## config.mk

```make
export PLATFORM = sky130hd
export DESIGN_NAME = supply_lockout_output_sequencer
export DESIGN_NICKNAME = d
export VERILOG_FILES = /design/src/supply_lockout_pkg.sv /design/src/delay_timer.sv /design/src/supply_lockout_output_sequencer.sv
export SDC_FILE = /design/constraint.sdc
export NUM_CORES = 1
export LEC_CHECK = 0
export ABC_CLOCK_PERIOD_IN_PS = 1210
export BUFFER_PORTS_ARGS = -buffer_cell sky130_fd_sc_hd__buf_2
export CAP_MARGIN = 20
export CELL_PAD_IN_SITES_DETAIL_PLACEMENT = 1
export CELL_PAD_IN_SITES_GLOBAL_PLACEMENT = 1
export CORE_MARGIN = 2
export CORE_UTILIZATION = 40
export DETAILED_ROUTE_END_ITERATION = 7
export MAX_ROUTING_LAYER = met4
export PLACE_DENSITY = 0.83
export RECOVER_POWER = 25
export SKIP_CTS_REPAIR_TIMING = 1
export SYNTH_ARGS = -nofsm -noshare
export SYNTH_HDL_FRONTEND = slang
export SYNTH_SLANG_ARGS = --single-unit
```

## constraint.sdc

```tcl
create_clock -name i_ref_clk -period 1.21 [get_ports i_ref_clk]
set_input_delay 0.0605 -clock i_ref_clk [delete_from_list [all_inputs] [get_ports i_ref_clk]]
set_output_delay 0.0605 -clock i_ref_clk [all_outputs]
set_load 0.02 [all_outputs]
```

## src/supply_lockout_pkg.sv

```systemverilog
// supply lockout sequencer: shared constants and types
// assumes a 10 MHz internal sampling clock
package supply_lockout_pkg;

	// ------------------------------------------------------------
	// clock and delays
	// ------------------------------------------------------------
	localparam int CLK_FREQ_HZ                = 10000000;
	localparam int POWER_ON_RELEASE_TIME_US   = 64;
	localparam int LOCKOUT_DISABLE_DELAY_US   = 64;
	localparam int LOCKOUT_ENABLE_TIME_US     = 64;
	localparam int POWER_ON_RELEASE_CYCLES    = POWER_ON_RELEASE_TIME_US * (CLK_FREQ_HZ / 1000000);
	localparam int LOCKOUT_DISABLE_CYCLES     = LOCKOUT_DISABLE_DELAY_US * (CLK_FREQ_HZ / 1000000);
	localparam int LOCKOUT_ENABLE_CYCLES      = LOCKOUT_ENABLE_TIME_US * (CLK_FREQ_HZ / 1000000);
	localparam int TIMER_WIDTH                = 12;

	// ------------------------------------------------------------
	// quiescent levels in millivolts at a 5 V supply
	// ------------------------------------------------------------
	localparam logic [12:0] BIDIR_QUIESCENT_MV        = 13'h09C4;
	localparam logic [12:0] UNIDIRECTIONAL_QUIESCENT_MV = 13'h01F4;

	// ------------------------------------------------------------
	// output stage modes
	// ------------------------------------------------------------
	typedef enum logic [1:0] {
		MODE_HIGH_Z,
		MODE_NORMAL,
		MODE_CLAMP_GND
	} output_mode_t;

endpackage : supply_lockout_pkg

```

## src/delay_timer.sv

```systemverilog
// delay_timer: restartable up-counter that flags a terminal count
// assumes reset and run are synchronous to the clock
`timescale 1ns/10ps
module delay_timer #(
	parameter int WIDTH    = 12,
	parameter int TERMINAL = 640
) (
	input  wire logic i_ref_clk,
	input  wire logic i_reset,
	input  wire logic i_run,
	output logic      o_done
);
	logic [WIDTH-1:0] count;

	// counter holds at terminal; dropping run clears it
	always_ff @(posedge i_ref_clk) begin
		if (i_reset || !i_run) begin
			count <= '0;
		end else if (count != WIDTH'(TERMINAL)) begin
			count <= count + 1'b1;
		end
	end

	always_ff @(posedge i_ref_clk) begin
		if (i_reset || !i_run) begin
			o_done <= 1'b0;
		end else begin
			o_done <= (count >= WIDTH'(TERMINAL - 1));
		end
	end
endmodule : delay_timer

```

## src/supply_lockout_output_sequencer.sv

```systemverilog
// supply_lockout_output_sequencer: output stage mode from supply comparators
// assumes comparator flags are synchronous; i_reset is the power-on reset release
//
// Notes on behaviour
// - output is high impedance while supply ramps up from off
// - crossing upper power-on threshold starts the power-on release counter
// - supply already above upper lockout: midpoint after lockout-disable delay
// - below upper lockout: stay high impedance until reached, then delay
// - falling below lower lockout starts the lockout-enable counter
// - still below lower lockout at expiry: enter lockout, clamp near ground
// - recovery above lower lockout before expiry abandons lockout entry
// - in lockout, above upper lockout: leave after disable delay
// - power-down expiry above lower power-on threshold enters clamped lockout
// - below lower power-on threshold: clamp released into high impedance
// - below lower power-on before expiry: straight from normal to high impedance
// - unidirectional and bidirectional variants share the same sequencing
// - leave power-on high impedance only after release time and upper lockout
// - unidirectional quiescent level is 0.5 V at 5 V supply
`timescale 1ns/10ps
module supply_lockout_output_sequencer
	import supply_lockout_pkg::*;
#(
	parameter int  POR_RELEASE_CYCLES = POWER_ON_RELEASE_CYCLES,
	parameter int  DISABLE_CYCLES     = LOCKOUT_DISABLE_CYCLES,
	parameter int  ENABLE_CYCLES      = LOCKOUT_ENABLE_CYCLES,
	parameter bit  UNIDIRECTIONAL     = 1'b0
) (
	input  wire logic                       i_ref_clk,
	input  wire logic                       i_reset,
	input  wire logic                       i_above_upper_power_on_threshold,
	input  wire logic                       i_above_lower_power_on_threshold,
	input  wire logic                       i_above_upper_lockout_threshold,
	input  wire logic                       i_above_lower_lockout_threshold,
	output supply_lockout_pkg::output_mode_t o_output_mode,
	output logic                            o_output_enable_n,
	output logic                            o_clamp_to_ground,
	output logic [12:0]                     o_quiescent_level_mv
);
	import supply_lockout_pkg::*;

	// ------------------------------------------------------------
	// sequencer states
	// ------------------------------------------------------------
	typedef enum logic [2:0] {
		ST_OFF,
		ST_POR_WAIT,
		ST_DISABLE_WAIT,
		ST_NORMAL,
		ST_ENABLE_WAIT,
		ST_LOCKOUT,
		ST_RELEASE_WAIT
	} seq_state_t;

	seq_state_t   state;
	seq_state_t   next_state;
	output_mode_t next_mode;
	logic         por_run;
	logic         por_done;
	logic         disable_run;
	logic         disable_done;
	logic         enable_run;
	logic         enable_done;

	// ------------------------------------------------------------
	// delay counters
	// ------------------------------------------------------------
	// power-on release keeps counting once started, so it can expire
	// while the supply still waits for the upper lockout threshold
	assign por_run     = (state != ST_OFF) && i_above_lower_power_on_threshold;
	assign disable_run = (state == ST_DISABLE_WAIT) || (state == ST_RELEASE_WAIT);
	assign enable_run  = (state == ST_ENABLE_WAIT);

	delay_timer #(.WIDTH(TIMER_WIDTH), .TERMINAL(POR_RELEASE_CYCLES)) u_por_timer (
		.i_ref_clk (i_ref_clk),
		.i_reset   (i_reset),
		.i_run     (por_run),
		.o_done    (por_done)
	);

	delay_timer #(.WIDTH(TIMER_WIDTH), .TERMINAL(DISABLE_CYCLES)) u_disable_timer (
		.i_ref_clk (i_ref_clk),
		.i_reset   (i_reset),
		.i_run     (disable_run),
		.o_done    (disable_done)
	);

	delay_timer #(.WIDTH(TIMER_WIDTH), .TERMINAL(ENABLE_CYCLES)) u_enable_timer (
		.i_ref_clk (i_ref_clk),
		.i_reset   (i_reset),
		.i_run     (enable_run),
		.o_done    (enable_done)
	);

	// ------------------------------------------------------------
	// next state
	// ------------------------------------------------------------
	always_comb begin
		next_state = state;
		case (state)
			ST_OFF: begin
				if (i_above_upper_power_on_threshold) begin
					next_state = ST_POR_WAIT;
				end
			end
			ST_POR_WAIT: begin
				// high impedance until both release time and lockout level
				if (!i_above_lower_power_on_threshold) begin
					next_state = ST_OFF;
				end else if (por_done && i_above_upper_lockout_threshold) begin
					next_state = ST_DISABLE_WAIT;
				end
			end
			ST_DISABLE_WAIT: begin
				if (!i_above_lower_power_on_threshold) begin
					next_state = ST_OFF;
				end else if (!i_above_upper_lockout_threshold) begin
					next_state = ST_POR_WAIT;
				end else if (disable_done) begin
					next_state = ST_NORMAL;
				end
			end
			ST_NORMAL: begin
				if (!i_above_lower_power_on_threshold) begin
					next_state = ST_OFF;
				end else if (!i_above_lower_lockout_threshold) begin
					next_state = ST_ENABLE_WAIT;
				end
			end
			ST_ENABLE_WAIT: begin
				if (!i_above_lower_power_on_threshold) begin
					next_state = ST_OFF;
				end else if (i_above_lower_lockout_threshold) begin
					next_state = ST_NORMAL;
				end else if (enable_done) begin
					next_state = ST_LOCKOUT;
				end
			end
			ST_LOCKOUT: begin
				if (!i_above_lower_power_on_threshold) begin
					next_state = ST_OFF;
				end else if (i_above_upper_lockout_threshold) begin
					next_state = ST_RELEASE_WAIT;
				end
			end
			ST_RELEASE_WAIT: begin
				if (!i_above_lower_power_on_threshold) begin
					next_state = ST_OFF;
				end else if (!i_above_upper_lockout_threshold) begin
					next_state = ST_LOCKOUT;
				end else if (disable_done) begin
					next_state = ST_NORMAL;
				end
			end
			default: begin
				next_state = ST_OFF;
			end
		endcase
	end

	always_ff @(posedge i_ref_clk) begin
		if (i_reset) begin
			state <= ST_OFF;
		end else begin
			state <= next_state;
		end
	end

	// ------------------------------------------------------------
	// output stage mode
	// ------------------------------------------------------------
	always_comb begin
		case (next_state)
			ST_NORMAL:       next_mode = MODE_NORMAL;
			ST_ENABLE_WAIT:  next_mode = MODE_NORMAL;
			ST_LOCKOUT:      next_mode = MODE_CLAMP_GND;
			ST_RELEASE_WAIT: next_mode = MODE_CLAMP_GND;
			default:         next_mode = MODE_HIGH_Z;
		endcase
	end

	// registered so the pin modes change only on clock edges
	always_ff @(posedge i_ref_clk) begin
		if (i_reset) begin
			o_output_mode     <= MODE_HIGH_Z;
			o_output_enable_n <= 1'b1;
			o_clamp_to_ground <= 1'b0;
		end else begin
			o_output_mode     <= next_mode;
			o_output_enable_n <= (next_mode == MODE_HIGH_Z);
			o_clamp_to_ground <= (next_mode == MODE_CLAMP_GND);
		end
	end

	// variant only changes the quiescent level, never the sequencing
	always_ff @(posedge i_ref_clk) begin
		if (i_reset) begin
			o_quiescent_level_mv <= 13'h0000;
		end else if (UNIDIRECTIONAL) begin
			o_quiescent_level_mv <= UNIDIRECTIONAL_QUIESCENT_MV;
		end else begin
			o_quiescent_level_mv <= BIDIR_QUIESCENT_MV;
		end
	end
endmodule : supply_lockout_output_sequencer

```

=== Word level (Yosys, flattened, before mapping) ===
Index checks and enable logic that the tools add are counted.

* Magnitude comparators: 3
* $add $sub $neg: 3
* Reductions and logical operators: 14
* Eq/ne operators: 14
* Mux-type cells: 18

{| class="wikitable"
|+ Operator list
! cell !! count
|-
| 3-bit two-way mux || 15
|-
| 12-bit by 1-bit adder with 12-bit output, second input constant || 3
|-
| 12-bit by 10-bit greater-or-equal comparator with 1-bit output, second input constant || 3
|-
| 12-bit by 10-bit inequality test with 1-bit output, second input constant || 3
|-
| 3-bit case mux with 7 select lines || 1
|-
| 3-bit equality test, second input constant || 6
|-
| 12-bit two-way mux || 1
|-
| 3-bit by 2-bit equality test with 1-bit output, second input constant || 3
|-
| 1-bit logical OR || 4
|-
| 2-bit case mux with 2 select lines || 1
|-
| 2-bit OR reduction || 2
|-
| 3-bit by 1-bit equality test with 1-bit output, second input constant || 1
|-
| 1-bit zero test || 3
|-
| 3-bit zero test || 1
|-
| 3-bit nonzero test || 1
|-
| 2-bit equality test, second input constant || 1
|-
| 1-bit logical AND || 2
|-
| 2-bit zero test || 1
|}

* Register bits after elaboration: 59
* Output and inout bits: 17
* Bits of input ports: 6
* Logic and storage cells: 63

=== Logic depth before layout (Yosys ltp) ===
* Word-level depth: 8
* Depth in mapped cells: 6
* Mapped depth without buffers: 6

=== By module ===
A second synthesis with hierarchy kept.

* Cell total of the unflattened synthesis: 289
* Area, all modules: 2,467.4 sq um

{| class="wikitable"
|+ Modules (own cells, without submodules)
! module !! area each (sq um) !! instances !! cells an instance !! seq. area each (sq um)
|-
| delay_timer || 634.4 || 3 || 74 || 260.2
|-
| supply_lockout_output_sequencer || 564.3 || 1 || 67 || 160.2
|}

=== Worst setup path after synthesis ===
OpenSTA, ideal clock, no wires.

* Path kind: register -> register
* From: register state[1]
* To: register o_output_enable_n
* Data arrival time: 1,176 ps
* Setup time: 115 ps
* Stages on the path, launching flop included: 5
* Buffers on the path: 0
* Data required time: 1,095 ps
* Path slack: -81 ps
* Period minus slack after synthesis: 1,291 ps
* Path through: dfxtp_1 > or3b_1 > a21oi_2 > nor4_4 > o21a_1

* Word-level cells in the longest chain between the ends: 8
* Elaborated cells on any way between the ends: 31
* Those cells by class: eq/ne: 10; mux: 17; reduce/logical: 4

{| class="wikitable"
|+ Ends and longest elaborated chain
! item !! RTL line !! source
|-
| start: declaration || supply_lockout_output_sequencer.sv:54 || <nowiki>seq_state_t state;</nowiki>
|-
| start signal: assignment || supply_lockout_output_sequencer.sv:164 || <nowiki>state <= next_state;</nowiki>
|-
| 3-bit two-way mux, on equally long branches || supply_lockout_output_sequencer.sv:118, supply_lockout_output_sequencer.sv:150, supply_lockout_output_sequencer.sv:134 ||
|-
| 3-bit two-way mux, on equally long branches || supply_lockout_output_sequencer.sv:148, supply_lockout_output_sequencer.sv:116, supply_lockout_output_sequencer.sv:132 ||
|-
| 3-bit two-way mux, on equally long branches || supply_lockout_output_sequencer.sv:146, supply_lockout_output_sequencer.sv:114, supply_lockout_output_sequencer.sv:130 ||
|-
| 3-bit case mux with 7 select lines (*) || supply_lockout_output_sequencer.sv:99 || <nowiki>case (state)</nowiki>
|-
| 3-bit equality test / 3-bit by 2-bit equality test with 1-bit output (equally long branches) || supply_lockout_output_sequencer.sv:172 || <nowiki>case (next_state)</nowiki>
|-
| 2-bit OR reduction (no source line) || - ||
|-
| 2-bit case mux with 2 select lines (*) || supply_lockout_output_sequencer.sv:172 ||
|-
| 2-bit zero test (*) || supply_lockout_output_sequencer.sv:189 || <nowiki>o_output_enable_n <= (next_mode == MODE_HIGH_Z);</nowiki>
|-
| end signal: assignment || supply_lockout_output_sequencer.sv:189 ||
|-
| end: declaration || supply_lockout_output_sequencer.sv:35 || <nowiki>output logic o_output_enable_n,</nowiki>
|}

Mark *: on every way between the ends. The rest lies on a longest branch, timed or not.
A chain may end at the register's enable or synchronous reset.

=== Worst setup path in the final report ===
* From: register u_enable_timer.count[0]
* To: register u_enable_timer.count[8]

* Word-level cells in the longest chain between the ends: 1
* Elaborated cells on any way between the ends: 2
* Those cells by class: add/sub: 1; eq/ne: 1

{| class="wikitable"
|+ Ends and longest elaborated chain
! item !! RTL line !! source
|-
| start: declaration || delay_timer.sv:13 || <nowiki>logic [WIDTH-1:0] count;</nowiki>
|-
| start signal: assignment || delay_timer.sv:20 || <nowiki>count <= count + 1'b1;</nowiki>
|-
| 12-bit by 1-bit adder with 12-bit output / 12-bit by 10-bit inequality test with 1-bit output (equally long branches) || delay_timer.sv:20, delay_timer.sv:19 ||
|}

Several ways; a longest one is shown, not always the timed one.

==> results.tsv <==
stage	metric	value	unit
run_status	status	complete, but fails checks	
run_status	failing checks	setup timing	
hold_path	Hold Path Class	input port to register	
sta	RSZ-0062 raised after global routing	yes	
place	IO buf count	14	
floorplanning	Die ar.	0.00663	mm2
setup_path	CP Launch Type	register	
logic_synthesis	Mapped Area	0.00240	mm2
routing	Iter 0 DRT Violations	38	
setup_path	Worst path top cell family by delay	simple AND/OR/NAND/NOR gates	
routing	Wirelength per Cell	19.9	um
cts	cts bufs inserted	5	
finish	nets	358	
setup_path	CP Capture Type	register	
logic_synthesis	combinational family with the most area after synthesis	simple AND/OR/NAND/NOR gates	
finish	area growth from synthesis to layout	44.1	%
grt	largest net degree at the start of global routing	14	
setup_path	CP Max Fanout	4	
routing	final WL	8360	um
floorplanning	Initial Utilization	41.0	%
setup_path	crit-path max cell delay	350	ps
grt	initial antenna violation count	0	
pwr	switching share of power	23.8	%
cts	H-tree depth	2	
cts	CTS tree	done	
grt	GRT Total Usage	20.1	%
routing	post-DR vias/cell	5.39	
finish	layout cells sized above 1	45.7	%
cts	clk slew on worst S/H paths	90	ps
place	Final GP Congestion	0.801	
logic_synthesis	XOR/XNOR Fraction of Synth Area	9.12	%
job	max-cap viol count	0	
logic_synthesis	synth unique cells	44	
logic_synthesis	Yosys reg bits	47	
logic_synthesis	Synth async-reset ratio	0	%
setup_path	crit path buf inv count	2	
routing	Via Count	2268	
logic_synthesis	synth warn	0	
setup_path	CP Class	register to register	
sta	Max Slew Vio Count	0	
place	hpwl dp	4490	um
pwr	sequential share of power	53.2	%
logic_synthesis	Post-Synth Adder-Cell Area	3.13	%
pwr	worst vdd ir	0.487	mV
logic_synthesis	post-synthesis sequential area ratio	39.2	%
pwr	P_int	2210	uW
floorplanning	I/O pin count	23	
cts	clk_lat worst skew	310	ps
grt	first-pass GRT wire length	9880	um
grt	vias in the first global route	2172	
floorplanning	num rows	28	
floorplanning	Core ar.	0.00585	mm2
logic_synthesis	fraction of synthesized area in multiplexers	1.67	%
pwr	clock power share	40.8	%
setup_path	slowest CP cell	dfxtp_2	
setup_path	CP Cell Sequence	inv_1, ha_2, nor2b_1, nand4_1, buf_4, nand2b_4, nor2_2	
sta	final setup vio count	45	
setup_path	Req. time, crit path	1420	ps
routing	DRC	0	
logic_synthesis	Syn Inst Count	279	
floorplanning	chip width	81.5	um
cts	CTS root buffer	clkbuf_8	
logic_synthesis	compound-cell area share of the yosys netlist	8.39	%
sta	period utilization	126	%
sta	Final WS setup	-319	ps
setup_path	arrival time at the worst endpoint	1740	ps
pwr	combinational power share	5.9	%
pwr	Power Dens Cells	838	mW/mm2
sta	Final Hold Violating Endpoints	0	
logic_synthesis	commonest register cell after synthesis	dfxtp_1	
pwr	Switch Pwr	689	uW
sta	clock skew	9.70	ps
routing	Post-DRT Antenna Nets	0	
logic_synthesis	syn_area_per_cell	8.60	um2
cts	Longest Clk Path Bufs	2	
finish	diode count	0	
finish	fin util	59.1	%
floorplanning	Die H	81.5	um
place	worst slack, placed	-279	ps
logic_synthesis	Post-synth EDFFs	0	
routing	router iterations before antenna repair	4	
cts	TritonCTS Sinks	47	
pwr	leak pwr	0.00131	uW
logic_synthesis	Synth Area in Simple Gates	31.1	%
sta	Fmax	654	MHz
grt	total gr overflow	0	
sta	minimum clock period	1530	ps
[layout make-up]
cell class	count	area (um2)
Sequential cell	47	993
Multi-Input combinational cell	208	1660
Tap cell	75	93.8
Inverter	15	61.3
Timing Repair Buffer	69	544
Clock buffer	6	72.6
Clock inverter	1	30.0
Fill cell	649	2390
[sequential cells by signal, summed over array words and instances, names as in the netlist]
name and count:
o_clamp_to_ground 1, u_por_timer.o_done 1, u_disable_timer.o_done 1, u_enable_timer.count 12, o_quiescent_level_mv 1, state 3, u_por_timer.count 12, u_disable_timer.count 12
o_output_enable_n 1, o_output_mode 2, u_enable_timer.o_done 1
[metal layers]
layer / vias up / wire length, um / track usage, %
met3: 26 / 177 / 3.85
li1: 1072 / - / -
met2: 45 / 4610 / 36.0
met1: 1125 / 3250 / 22.0
met5: - / 0 / -
met4: 0 / 325 / 7.46
[placed cells by master, fill, tap and decap left out, types with 4 or more instances in the layout]
cell type,netlist,final
o21ai_0,5,5
nand2b_1,9,6
inv_2,0,4
or3_1,6,5
buf_2,3,12
xor2_1,9,9
buf_6,0,7
nor2_2,0,8
a21oi_1,14,10
nor3_1,10,9
xnor2_1,16,15
and2_1,4,4
dfxtp_4,0,11
clkbuf_8,0,5
dfxtp_1,47,27
nor4_4,1,4
nand2_1,15,9
inv_1,15,9
conb_1,1,8
nand3b_1,6,6
nand3_1,14,13
a21oi_2,1,4
buf_4,13,45
nor2_1,37,27
nand4_1,8,8
dfxtp_2,0,9
nand2_2,0,4
[cells in the mapped netlist, types with 2 or more instances]
master | instances | area (um2)
dfxtp_1 | 47 | 941
nor2_1 | 37 | 139
xnor2_1 | 16 | 140
inv_1 | 15 | 56.3
nand2_1 | 15 | 56.3
a21oi_1 | 14 | 70.1
nand3_1 | 14 | 70.1
buf_4 | 13 | 97.6
nor3_1 | 10 | 50.1
nand2b_1 | 9 | 56.3
xor2_1 | 9 | 78.8
nand4_1 | 8 | 50.1
ha_1 | 6 | 75.1
nand3b_1 | 6 | 45.0
or3_1 | 6 | 37.5
o21ai_0 | 5 | 25.0
and2_1 | 4 | 25.0
and3_1 | 4 | 25.0
mux2i_1 | 4 | 40.0
nor2b_1 | 4 | 25.0
nor4_2 | 4 | 50.1
o31ai_1 | 4 | 30.0
buf_2 | 3 | 15.0
nor4b_1 | 2 | 17.5
[worst register-to-register path: cells and delay by family, from the launching register on]
| family | cells | cell delay, ps |
|---|---|---|
| buf+inv | 2 | 300 |
| flops | 1 | 350 |
| fa+ha+maj | 1 | 190 |
| simple gates | 4 | 590 |
[path summary, 6_finish.rpt]
| check | from | end | slack, ps | cells past startpoint |
|---|---|---|---|---|
| worst max-delay path | u_enable_timer.count[0] | u_enable_timer.count[8] | -320 | 7 |
| worst min-delay path | i_reset | state[0] | 30 | 2 |
| worst max register to register | u_enable_timer.count[0] | u_enable_timer.count[8] | -320 | 7 |
| worst min register to register | u_enable_timer.count[11] | u_enable_timer.count[11] | 540 | 2 |
[per-stage QoR]
stage | hold WS, ps | power (uW) | instances | setup TNS, ps | cell area [um2]
floorplan | 125 | 1710 | 286 | -68.1 | 2470
global placement | 300 | 1720 | 401 | -2420 | 2850
detailed placement | 320 | 1720 | 401 | -5080 | 2850
CTS | -2.73 | 2840 | 408 | -6040 | 2950
global route | 40.6 | 2980 | 421 | -8820 | 3460
finish | 31.1 | 2900 | 421 | -6010 | 3460
[logic make-up (layout without fill, tap and decap cells)]
group	Yosys count	in the layout
AO/OA/AOI/OAI	32	32
multiplexers	4	4
adder cells (fa/ha/maj)	6	6
other	1	8
flip-flops	47	47
buffers and inverters	32	91
AND/OR/NAND/NOR	132	133
XOR/XNOR	25	25
[power by group through the flow]
stage	Combinational [uW]	Sequential [uW]	Clock, uW
6_report	172	1540	1180
5_1_grt	182	1540	1260
4_1_cts	126	1560	1160
3_5_place_dp	126	1600	0
3_3_place_gp	121	1600	0
2_1_floorplan	113	1600	0
(Power assumes the default switching activity.)
